==> src/fcss_pkg.sv <==
package fcss_pkg;
    // Command codes
    localparam logic [7:0] FCSS_CMD_READ_ARRAY   = 8'hFF;
    localparam logic [7:0] FCSS_CMD_READ_STATUS  = 8'h70;
    localparam logic [7:0] FCSS_CMD_CLEAR_STATUS = 8'h50;
    localparam logic [7:0] FCSS_CMD_READ_QUERY   = 8'h98;
    localparam logic [7:0] FCSS_CMD_READ_CONFIG  = 8'h90;
    localparam logic [7:0] FCSS_CMD_PROG_SETUP   = 8'h40;
    localparam logic [7:0] FCSS_CMD_PROG_ALT     = 8'h10;
    localparam logic [7:0] FCSS_CMD_ERASE_SETUP  = 8'h20;
    localparam logic [7:0] FCSS_CMD_CONFIRM      = 8'hD0;
    localparam logic [7:0] FCSS_CMD_SUSPEND      = 8'hB0;
    localparam logic [7:0] FCSS_CMD_LOCK_SETUP   = 8'h60;
    localparam logic [7:0] FCSS_CMD_LOCK         = 8'h01;
    localparam logic [7:0] FCSS_CMD_LOCK_DOWN    = 8'h2F;
    localparam logic [7:0] FCSS_UPPER_ZERO       = 8'h00;
    // Status bit positions
    localparam int FCSS_SR_LOCKED  = 1;
    localparam int FCSS_SR_PSUSP   = 2;
    localparam int FCSS_SR_SUPPLY  = 3;
    localparam int FCSS_SR_PERR    = 4;
    localparam int FCSS_SR_EERR    = 5;
    localparam int FCSS_SR_ESUSP   = 6;
    localparam int FCSS_SR_READY   = 7;
    // Bus cycle timing, in ns, rounded up to clocks
    localparam int FCSS_T_SETUP_NS = 20;
    localparam int FCSS_T_PULSE_NS = 60;
    localparam int FCSS_CLK_NS     = 20;
    localparam logic [3:0] FCSS_SETUP_CYC =
        4'((FCSS_T_SETUP_NS + FCSS_CLK_NS - 1) / FCSS_CLK_NS);
    localparam logic [3:0] FCSS_PULSE_CYC =
        4'((FCSS_T_PULSE_NS + FCSS_CLK_NS - 1) / FCSS_CLK_NS);
    // User operations
    typedef enum logic [2:0] {
        FCSS_OP_WRITE1  = 3'h0,
        FCSS_OP_WRITE2  = 3'h1,
        FCSS_OP_READ    = 3'h2,
        FCSS_OP_POLL    = 3'h3
    } fcss_op_t;
endpackage : fcss_pkg

==> src/fcss_host.sv <==
`timescale 1ns/100ps
`default_nettype none
//Contract
// - Host toggles strobes for each poll
// - Program is setup then address/data write
// - Erase setup then confirm with block
// - Erase resume with confirm command
// - Lock setup then lock/unlock/down value
module fcss_host
    import fcss_pkg::*;
#(
    parameter int AW = 21,
    parameter int DW = 16
) (
    // Clock and reset
    input  wire logic          i_clk,
    input  wire logic          i_rst,
    // User request
    input  wire logic          i_req,
    input  wire logic [2:0]    i_op,
    input  wire logic [7:0]    i_cmd,
    input  wire logic [AW-1:0] i_addr,
    input  wire logic [DW-1:0] i_data,
    output logic               o_ready,
    // User answer
    output logic               o_done,
    output logic [DW-1:0]      o_rdata,
    output logic [7:0]         o_status,
    output logic               o_err,
    // Flash pins
    output logic               o_reset_powerdown_n,
    output logic               o_ce_n,
    output logic               o_oe_n,
    output logic               o_we_n,
    output logic [AW-1:0]      o_addr,
    output logic [DW-1:0]      o_dq_out,
    output logic               o_dq_oe,
    input  wire logic [DW-1:0] i_dq_in
);
    typedef enum logic [2:0] {
        FCSS_H_IDLE  = 3'b000,
        FCSS_H_CMD   = 3'b001,
        FCSS_H_DATA  = 3'b011,
        FCSS_H_POLL  = 3'b010,
        FCSS_H_READ  = 3'b110,
        FCSS_H_DONE  = 3'b111
    } fcss_h_t;

    typedef struct packed {
        fcss_h_t       st;
        logic [2:0]    op;
        logic [7:0]    cmd;
        logic [AW-1:0] addr;
        logic [DW-1:0] data;
        logic [DW-1:0] rdata;
        logic [7:0]    status;
        logic          err;
        logic          done;
        logic          started;
        logic          rst_n;
    } fcss_hst_t;

    fcss_hst_t s_q, s_d;

    logic          cy_start;
    logic          cy_write;
    logic [AW-1:0] cy_addr;
    logic [DW-1:0] cy_data;
    logic          cy_busy;
    logic          cy_done;
    logic [DW-1:0] cy_rdata;
    logic [7:0]    sr;

    assign sr = cy_rdata[7:0];

    always_comb begin
        s_d       = s_q;
        s_d.done  = 1'b0;
        s_d.rst_n = 1'b1;
        cy_start  = 1'b0;
        cy_write  = 1'b1;
        cy_addr   = s_q.addr;
        cy_data   = {{(DW-8){1'b0}}, s_q.cmd};
        case (s_q.st)
            FCSS_H_IDLE: begin
                if (i_req) begin
                    s_d.op   = i_op;
                    s_d.cmd  = i_cmd;
                    s_d.addr = i_addr;
                    s_d.data = i_data;
                    s_d.started = 1'b0;
                    s_d.st   = (i_op == 3'(FCSS_OP_READ)) ? FCSS_H_READ :
                               (i_op == 3'(FCSS_OP_POLL)) ? FCSS_H_POLL : FCSS_H_CMD;
                end
            end
            FCSS_H_CMD: begin
                cy_start = !cy_busy && !s_q.started;
                if (cy_start) begin
                    s_d.started = 1'b1;
                end
                if (cy_done) begin
                    s_d.started = 1'b0;
                    s_d.st = (s_q.op == 3'(FCSS_OP_WRITE2)) ? FCSS_H_DATA : FCSS_H_DONE;
                end
            end
            FCSS_H_DATA: begin
                cy_data  = s_q.data;
                cy_start = !cy_busy && !s_q.started;
                if (cy_start) begin
                    s_d.started = 1'b1;
                end
                if (cy_done) begin
                    s_d.started = 1'b0;
                    // device now returns status, so poll
                    s_d.st = FCSS_H_POLL;
                end
            end
            FCSS_H_POLL: begin
                // one full strobe cycle per poll
                cy_write = 1'b0;
                cy_start = !cy_busy && !s_q.started;
                if (cy_start) begin
                    s_d.started = 1'b1;
                end
                if (cy_done) begin
                    s_d.started = 1'b0;
                    if (sr[FCSS_SR_READY]) begin
                        s_d.status = sr;
                        s_d.err = sr[FCSS_SR_LOCKED] || sr[FCSS_SR_SUPPLY] ||
                                  sr[FCSS_SR_PERR] || sr[FCSS_SR_EERR];
                        s_d.st = FCSS_H_DONE;
                    end
                end
            end
            FCSS_H_READ: begin
                cy_write = 1'b0;
                cy_start = !cy_busy && !s_q.started;
                if (cy_start) begin
                    s_d.started = 1'b1;
                end
                if (cy_done) begin
                    s_d.started = 1'b0;
                    s_d.rdata = cy_rdata;
                    s_d.st = FCSS_H_DONE;
                end
            end
            FCSS_H_DONE: begin
                s_d.done = 1'b1;
                s_d.st   = FCSS_H_IDLE;
            end
            default: s_d.st = FCSS_H_IDLE;
        endcase
    end

    always_ff @(posedge i_clk or posedge i_rst) begin
        if (i_rst) begin
            s_q <= '0;
        end else begin
            s_q <= s_d;
        end
    end

    fcss_cycle #(
        .AW (AW),
        .DW (DW)
    ) u_cycle (
        .i_clk    (i_clk),
        .i_rst    (i_rst),
        .i_start  (cy_start),
        .i_write  (cy_write),
        .i_addr   (cy_addr),
        .i_data   (cy_data),
        .o_busy   (cy_busy),
        .o_done   (cy_done),
        .o_rdata  (cy_rdata),
        .o_ce_n   (o_ce_n),
        .o_oe_n   (o_oe_n),
        .o_we_n   (o_we_n),
        .o_addr   (o_addr),
        .o_dq_out (o_dq_out),
        .o_dq_oe  (o_dq_oe),
        .i_dq_in  (i_dq_in)
    );

    // flash held in reset with the host
    assign o_reset_powerdown_n = s_q.rst_n;
    assign o_ready  = (s_q.st == FCSS_H_IDLE);
    assign o_done   = s_q.done;
    assign o_rdata  = s_q.rdata;
    assign o_status = s_q.status;
    assign o_err    = s_q.err;
endmodule : fcss_host
`default_nettype wire

==> src/fcss_cycle.sv <==
`timescale 1ns/100ps
`default_nettype none
// One bus cycle on the flash pins: setup, strobe pulse, release
module fcss_cycle
    import fcss_pkg::*;
#(
    parameter int AW = 21,
    parameter int DW = 16
) (
    // Clock and reset
    input  wire logic          i_clk,
    input  wire logic          i_rst,
    // Request
    input  wire logic          i_start,
    input  wire logic          i_write,
    input  wire logic [AW-1:0] i_addr,
    input  wire logic [DW-1:0] i_data,
    output logic               o_busy,
    output logic               o_done,
    output logic [DW-1:0]      o_rdata,
    // Flash pins
    output logic               o_ce_n,
    output logic               o_oe_n,
    output logic               o_we_n,
    output logic [AW-1:0]      o_addr,
    output logic [DW-1:0]      o_dq_out,
    output logic               o_dq_oe,
    input  wire logic [DW-1:0] i_dq_in
);
    typedef enum logic [1:0] {
        FCSS_CY_IDLE  = 2'b00,
        FCSS_CY_SETUP = 2'b01,
        FCSS_CY_PULSE = 2'b11,
        FCSS_CY_END   = 2'b10
    } fcss_cy_t;

    typedef struct packed {
        fcss_cy_t        st;
        logic [3:0]      cnt;
        logic            wr;
        logic [AW-1:0]   addr;
        logic [DW-1:0]   wdata;
        logic [DW-1:0]   rdata;
        logic            done;
    } fcss_cyst_t;

    fcss_cyst_t s_q, s_d;

    always_comb begin
        s_d      = s_q;
        s_d.done = 1'b0;
        case (s_q.st)
            FCSS_CY_IDLE: begin
                if (i_start) begin
                    s_d.st    = FCSS_CY_SETUP;
                    s_d.cnt   = FCSS_SETUP_CYC;
                    s_d.wr    = i_write;
                    s_d.addr  = i_addr;
                    s_d.wdata = i_data;
                end
            end
            FCSS_CY_SETUP: begin
                s_d.cnt = s_q.cnt - 4'h1;
                if (s_q.cnt == 4'h1) begin
                    s_d.st  = FCSS_CY_PULSE;
                    s_d.cnt = FCSS_PULSE_CYC;
                end
            end
            FCSS_CY_PULSE: begin
                s_d.cnt = s_q.cnt - 4'h1;
                if (s_q.cnt == 4'h1) begin
                    // Sample before the strobe rises
                    s_d.rdata = s_q.wr ? s_q.rdata : i_dq_in;
                    s_d.st    = FCSS_CY_END;
                end
            end
            FCSS_CY_END: begin
                // Strobes high one cycle, so every poll is a fresh edge
                s_d.st   = FCSS_CY_IDLE;
                s_d.done = 1'b1;
            end
            default: s_d.st = FCSS_CY_IDLE;
        endcase
    end

    always_ff @(posedge i_clk or posedge i_rst) begin
        if (i_rst) begin
            s_q <= '0;
        end else begin
            s_q <= s_d;
        end
    end

    assign o_busy   = (s_q.st != FCSS_CY_IDLE);
    assign o_done   = s_q.done;
    assign o_rdata  = s_q.rdata;
    assign o_ce_n   = !(s_q.st == FCSS_CY_SETUP || s_q.st == FCSS_CY_PULSE);
    assign o_oe_n   = !(s_q.st == FCSS_CY_PULSE && !s_q.wr);
    assign o_we_n   = !(s_q.st == FCSS_CY_PULSE && s_q.wr);
    assign o_addr   = s_q.addr;
    assign o_dq_out = s_q.wdata;
    assign o_dq_oe  = s_q.wr && (s_q.st != FCSS_CY_IDLE);
endmodule : fcss_cycle
`default_nettype wire

==> config.mk <==
export PLATFORM = sky130hd
export DESIGN_NAME = fcss_host
export DESIGN_NICKNAME = d
export VERILOG_FILES = /design/src/fcss_pkg.sv /design/src/fcss_host.sv /design/src/fcss_cycle.sv
export SDC_FILE = /design/constraint.sdc
export NUM_CORES = 1
export LEC_CHECK = 0
export ABC_AREA = 1
export BUFFER_PORTS_ARGS = -buffer_cell sky130_fd_sc_hd__buf_4
export CAP_MARGIN = 10
export CORE_MARGIN = 2
export CORE_UTILIZATION = 43
export DETAILED_ROUTE_END_ITERATION = 6
export PLACE_DENSITY_LB_ADDON = 0.12
export SLEW_MARGIN = 20
export SYNTH_ARGS = -nofsm -noshare
export SYNTH_HDL_FRONTEND = slang
export SYNTH_SLANG_ARGS = --single-unit
==> constraint.sdc <==
create_clock -name i_clk -period 4.4 [get_ports i_clk]
set_input_delay 0.22 -clock i_clk [delete_from_list [all_inputs] [get_ports i_clk]]
set_output_delay 0.22 -clock i_clk [all_outputs]
set_load 0.01 [all_outputs]
==> flow_summary.toml, run 1 <==
[status]
outcome = "finished with violations"
violations = "negative hold slack"

[flow_run]
drv_cap = 0

[synth]
synthTopCellsByCount = "nand2_1 (209), dfrtp_1 (140), inv_1 (68)"
synthMostInstantiatedCell = "nand2_1"
muxShareOfSynthArea_pct = 0
synth_area_leaders = "dfrtp_1 (58%), nand2_1 (13%), buf_4 (8.2%), o21ai_0 (5.2%), inv_1 (4.2%)"
synthArstFlopShare_pct = 100
synth_nets = 760
synth_top_area_share_pct = 57.6
synth_fa_ha_area_share_pct = 0.412
synth_simple_gate_area_share_pct = 18.6
synth_top_flop_cell = "dfrtp_1"
synth_top_family_by_area = "simple AND/OR/NAND/NOR gates"
synth_xor_xnor_area_share_pct = 0.144
synth_seq_cells = 140
syn_area_sq_um = 6080
ys_types = 23
yosysSeqAreaShare_pct = 57.6
synth_warnings = 0
synth_cells = 691
synth-compound-area-share_pct = 8.73
yosys.area.top_type = "dfrtp_1"
syn_area_per_cell_sq_um = 8.80
synth-edff-count = 0

[critical_path]
cp.depth = 5
reg2regPathDepth = 5
path_delay_family = "simple AND/OR/NAND/NOR gates"
r2r-start = "s_q[78]"
cp_data_arrival_time_ns = 2.32
cp_num_buf_inv = 1
cp_max_fo = 56
crit_path_cell_trace = "nor2_1, nand2_1, nor2_4, buf_4, o21ai_0"
worstReg2RegEnd = "s_q[67]"
cp-end-kind = "flip-flop"
worstSetupPathType = "flip-flop to flip-flop"
cp.required_ns = 4.66
crit_path_max_incr_delay_ns = 0.52
r2r_slack_ns = 2.35
critPathLaunchType = "flip-flop"
cp-endpoint = "s_q[67]"
worst_path_max_delay_cell = "buf_4"
setup.worst_path.start = "s_q[78]"

[timing]
min_period_ns = 2.05
finalHoldViolations = 23
setup_tns_ns = 0
rsz0062_at_grt = "no"
report.final.setup_viol = 0
worstMarginPinSlew_ns = 1.00
slew_viol_final = 0
slew_headroom_pct = 32.9
fin_skew_ns = 0.00457
max_freq_mhz = 487
fin_crit_sh_pct = 46.6
setup_ws_ns = 2.35
hold-worst-slack_ns = -0.0293

[placed_design]
dpl.cell_count = 923
finalWeightedCongestion = 0.826
dp_slack_ns = 2.34
port_buffers = 135
hpwl_mm = 8.37
dpl-instance-area_sq_um = 6740

[detailed_routing]
first_iter_violations = 282
met1Wirelength_mm = 5.45
detail_route.vias_per_cell = 4.56
drt-pass1-iter-count = 4
dr_wl_met2_mm = 5.78
routed_wl_mm = 12.2
drcViolationCount = 0
wl_met3_um = 712
routed.top_layer = "met4"
vias = 4389
wl_per_cell_um = 12.6
antenna_left = 0

[floorplan]
pin_count = 136
coreArea_sq_um = 13800
num_rows = 43
die_h_um = 123
dieWidth_um = 123
die_area_sq_um = 15100
initial_core_util_pct = 44.0

[cts]
clock_tree.buffer_depth = 2
cts_resized = 0
postCtsSetupBuffers = 0
cts_tree = "built"
cts.sinks = 140
clk_latency_ns = 0.41
clk_pin_slew_ns = 0.05
cts_max_level = 4
cts_root_buffer = "clkbuf_16"
cts-buffers-inserted = 17

[power_and_ir_drop]
switching_share_pct = 34.6
peakVddDrop_mv = 0.286
seqPwrFrac_pct = 41.7
power_mw = 5.07
p_int_mw = 3.32
power_density_nw_per_um2 = 688
combPwrFrac_pct = 33.6
leakagePower_nw = 3.89
p_sw_mw = 1.75
clkPwrFrac_pct = 24.7

[finish]
drive_gt1_share_pct = 22.1
final_core_util_pct = 53.3
area_growth_pct = 21.3
final_area_sq_um = 7370
num-nets-final = 842
instances_no_fill = 962
diodes = 0

[grt]
gr-total-overflow = 0
grt_pass1_vias = 4247
grt_first_pass_wirelength_mm = 20.1
antenna_found_initial = 0
grt_use_total_pct = 17.3
grt_max_degree = 101

[min_path]
min_path_type = "input port to async pin"
-- power groups by stage --
stage	Combinational, mW	Sequential, mW	Clock (mW)
2_1_floorplan	1.42	2.06	0
3_3_place_gp	1.67	2.12	0
3_5_place_dp	1.72	2.13	0
4_1_cts	1.73	2.12	1.29
5_1_grt	1.96	2.18	1.34
6_report	1.70	2.11	1.25
-- cells in the final DEF (no fill, tap or decap) --
master         synthesis  final
dlygate4sd3_1          0     11
o21a_1                 1      1
conb_1                 1      1
ha_1                   2      2
o21ai_0               63     63
xor2_1                 1      1
clkbuf_8               0      5
o211ai_1               1      1
clkbuf_1               5      4
nor2_2                 1      1
nand4_2                1      1
inv_2                  4      4
o21ai_1               23     23
inv_6                  0      1
nor2_4                 2      2
nand2_1              209    209
clkinv_2               0      2
nand4_1                2      2
nand3_1               20     19
buf_4                 66    138
a21oi_1               17     17
nor2_1                48     48
clkbuf_16              0     17
inv_1                 68     67
dfrtp_1              140    140
nand3_2                1      2
-- how the worst min path moves through the flow --
stage,start,endpoint
floorplan,i_addr[12],cy_addr[12]
global placement,i_addr[18],cy_addr[18]
detailed placement,i_addr[18],cy_addr[18]
CTS,i_addr[19],cy_addr[19]
global route,i_data[11],s_q[39]
finish,i_rst,u_cycle.o_addr[6]
-- what timing repair did --
action                                 in CTS  in global routing
endpoints found under the hold margin      11                  0
setup endpoints to repair                   0                  0
hold buffers                               11                  0
-- state kept, by name (all words and copies together), names as in the netlist --
register / count
u_cycle.s_q: 7
o_done: 1
u_cycle.o_done: 1
o_status: 8
s_q: 31
cy_addr: 21
u_cycle.o_rdata: 16
u_cycle.o_addr: 21
o_rdata: 16
o_err: 1
u_cycle.o_dq_out: 16
o_reset_powerdown_n: 1
-- routing by layer --
layer | global-route usage (%) | vias to the layer above
met3 | 4.80 | 22
met1 | 22.6 | 2024
met2 | 27.0 | 107
met4 | 7.83 | 0
met5 | 0 | -
li1 | - | 2236
-- final cells by class --
type                       count  area [sq um]
inverter                      72           275
multi-input combinational    393          1700
sequential                   140          3500
clock buffer                  26           509
fill                        1299          6460
clock inverter                 2          10.0
tap                          180           225
timing repair buffer         149          1150
-- kinds of logic (layout without fill, tap and decap cells) --
kind of cell / count (synthesis) / after routing
compound gates: 105 / 105
xor+xnor: 1 / 1
fa+ha+maj: 2 / 2
buf+inv: 158 / 249
flops: 140 / 140
other cells: 1 / 1
simple gates: 284 / 284
-- worst reg2reg max path, cell delays in order, from the launching register on --
cell and delay (ns):
dfrtp_1 0.47, nor2_1 0.20, nand2_1 0.14, nor2_4 0.39, buf_4 0.52, o21ai_0 0.18
No activity file was read; power rests on OpenSTA's default activity.
==> run 2: changes to the inputs <==
- clock period: 4.4 -> 1.75 ns (I/O delays scaled with it)
==> flow_summary.toml, run 2 (synthesis results as in run 1) <==
[status]
outcome = "complete, no violations"

[cts]
clk_pin_slew_ns = 0.06
cts_max_level = 4
clk_latency_ns = 0.41
cts.sinks = 140
postCtsSetupBuffers = 0
cts_root_buffer = "clkbuf_16"
cts_tree = "built"
clock_tree.buffer_depth = 2
cts-buffers-inserted = 17

[detailed_routing]
first_iter_violations = 223
drcViolationCount = 0
vias = 4709
wl_per_cell_um = 12.6
detail_route.vias_per_cell = 4.58
drt-pass1-iter-count = 4
antenna_left = 0
routed_wl_mm = 13.0

[power_and_ir_drop]
combPwrFrac_pct = 34.2
peakVddDrop_mv = 0.716
p_sw_mw = 4.56
switching_share_pct = 34.4
power_density_nw_per_um2 = 1640
leakagePower_nw = 4.20
p_int_mw = 8.70
power_mw = 13.3
seqPwrFrac_pct = 40.1
clkPwrFrac_pct = 25.6

[min_path]
min_path_type = "input port to flip-flop"
hold_path_depth = 5
hold_path_end = "s_q[76]"
min-delay-start = "i_req"

[finish]
largest_reg_flops = 31
regArea_sq_um = 3500
drive_gt1_share_pct = 21.8
area_growth_pct = 33.2
num-nets-final = 905
fill_cells = 1224
multi_input_area_sq_um = 1700
diodes = 0
largest-register = "s_q"
final_cell_mix = "nand2_1 (209), dfrtp_1 (140), buf_4 (140), inv_1 (67), dlygate4sd3_1 (65)"
final_common_cell = "nand2_1"

[critical_path]
crit_path_max_incr_delay_ns = 0.48
cp.required_ns = 1.66
r2r-start = "s_q[78]"
critPathLaunchType = "flip-flop"
worst_path_max_delay_cell = "dfrtp_1"
cp_data_arrival_time_ns = 1.52
crit_path_cell_trace = "nor2_1, nand2_1, inv_1, buf_4"
cp-end-kind = "output pin"
reg2regPathDepth = 6
worstReg2RegEnd = "cy_addr[10]"
r2r_slack_ns = 0.19
worstSetupPathType = "flip-flop to output pin"
cp_max_fo = 6

[grt]
met1_usage_pct = 23.6
antenna_found_initial = 0
grt_first_pass_wirelength_mm = 21.2
grt_busiest_layer = "met2"
grt_use_met3_pct = 5.03
gr-total-overflow = 0
grt_max_degree = 47
grt_use_total_pct = 18.1
grt_pass1_vias = 4485
met2_usage_pct = 28.9

[placed_design]
hpwl_mm = 8.55
finalWeightedCongestion = 0.892
port_buffers = 135

[timing]
setup_tns_ns = 0
slew_viol_final = 0
max_freq_mhz = 624
fin_crit_sh_pct = 91.6
rsz0062_at_grt = "no"
fin_skew_ns = 0.00705
min_period_ns = 1.60
finalHoldViolations = 0
report.final.setup_viol = 0

[floorplan]
die_h_um = 123
num_rows = 43
pin_count = 136
initial_core_util_pct = 44.0
dieWidth_um = 123
coreArea_sq_um = 13800
die_area_sq_um = 15100

[flow_run]
drv_cap = 0
==> run 2: through the flow <==
step	area, sq um	worst slack, ns	std cells	hold slack, ns	utilization [%]
after floorplan	6080	-0.0866	691	0.204	-
after global placement	6880	0.255	932	0.0744	49.7
after detailed placement	6880	0.134	932	0.0770	49.7
after CTS	8090	0.0846	1028	0.123	58.5
after global routing	8100	0.0516	1028	0.154	58.6
final	8100	0.147	1028	0.152	58.6
==> run 2: repair_timing <==
item                                   4_1_cts  5_1_grt
hold buffers                                65        0
endpoints found under the hold margin      184        0
setup endpoints to repair                    0        1
gates resized for setup                      0        1
==> run 2: layout make-up <==
cell class,count,share of cell area (%)
clock buffer,25,6.24
clock inverter,6,0.742
inverter,72,3.38
multi-input combinational,393,21.0
sequential,140,43.3
tap,180,2.78
timing repair buffer,212,22.6
==> run 2: worst max-delay path, delay by kind of cell (launching register included) <==
kind,cells,cell delay [ns]
buffers and inverters,2,0.26
DFF,1,0.48
and+or+nand+nor,2,0.36
==> run 2: power by group through the flow <==
stage	Sequential, mW	Clock (mW)	Combinational [mW]
after floorplan	5.17	0	3.56
after global placement	5.32	0	4.34
after detailed placement	5.36	0	4.47
after CTS	5.33	3.48	4.61
after global routing	5.49	3.63	5.18
final	5.32	3.40	4.54
==> run 2: worst max-delay path by stage <==
stage	from	to	slack (ns)	depth (start not counted)
floorplan	i_rst	cy_addr[0]	-0.09	1
global placement	s_q[78]	cy_addr[4]	0.26	5
detailed placement	s_q[78]	cy_addr[10]	0.13	6
CTS	s_q[78]	cy_addr[10]	0.08	6
global route	s_q[78]	cy_addr[10]	0.05	6
finish	s_q[78]	o_ready	0.15	4
==> run 2: layer usage <==
metal | vias to the layer above | share of wire, % | routed length (um)
li1 | 2366 | - | -
met1 | 2196 | 46 | 5920
met2 | 128 | 48 | 6170
met3 | 19 | 4.9 | 639
met4 | 0 | 1.8 | 235
met5 | - | 0 | 0
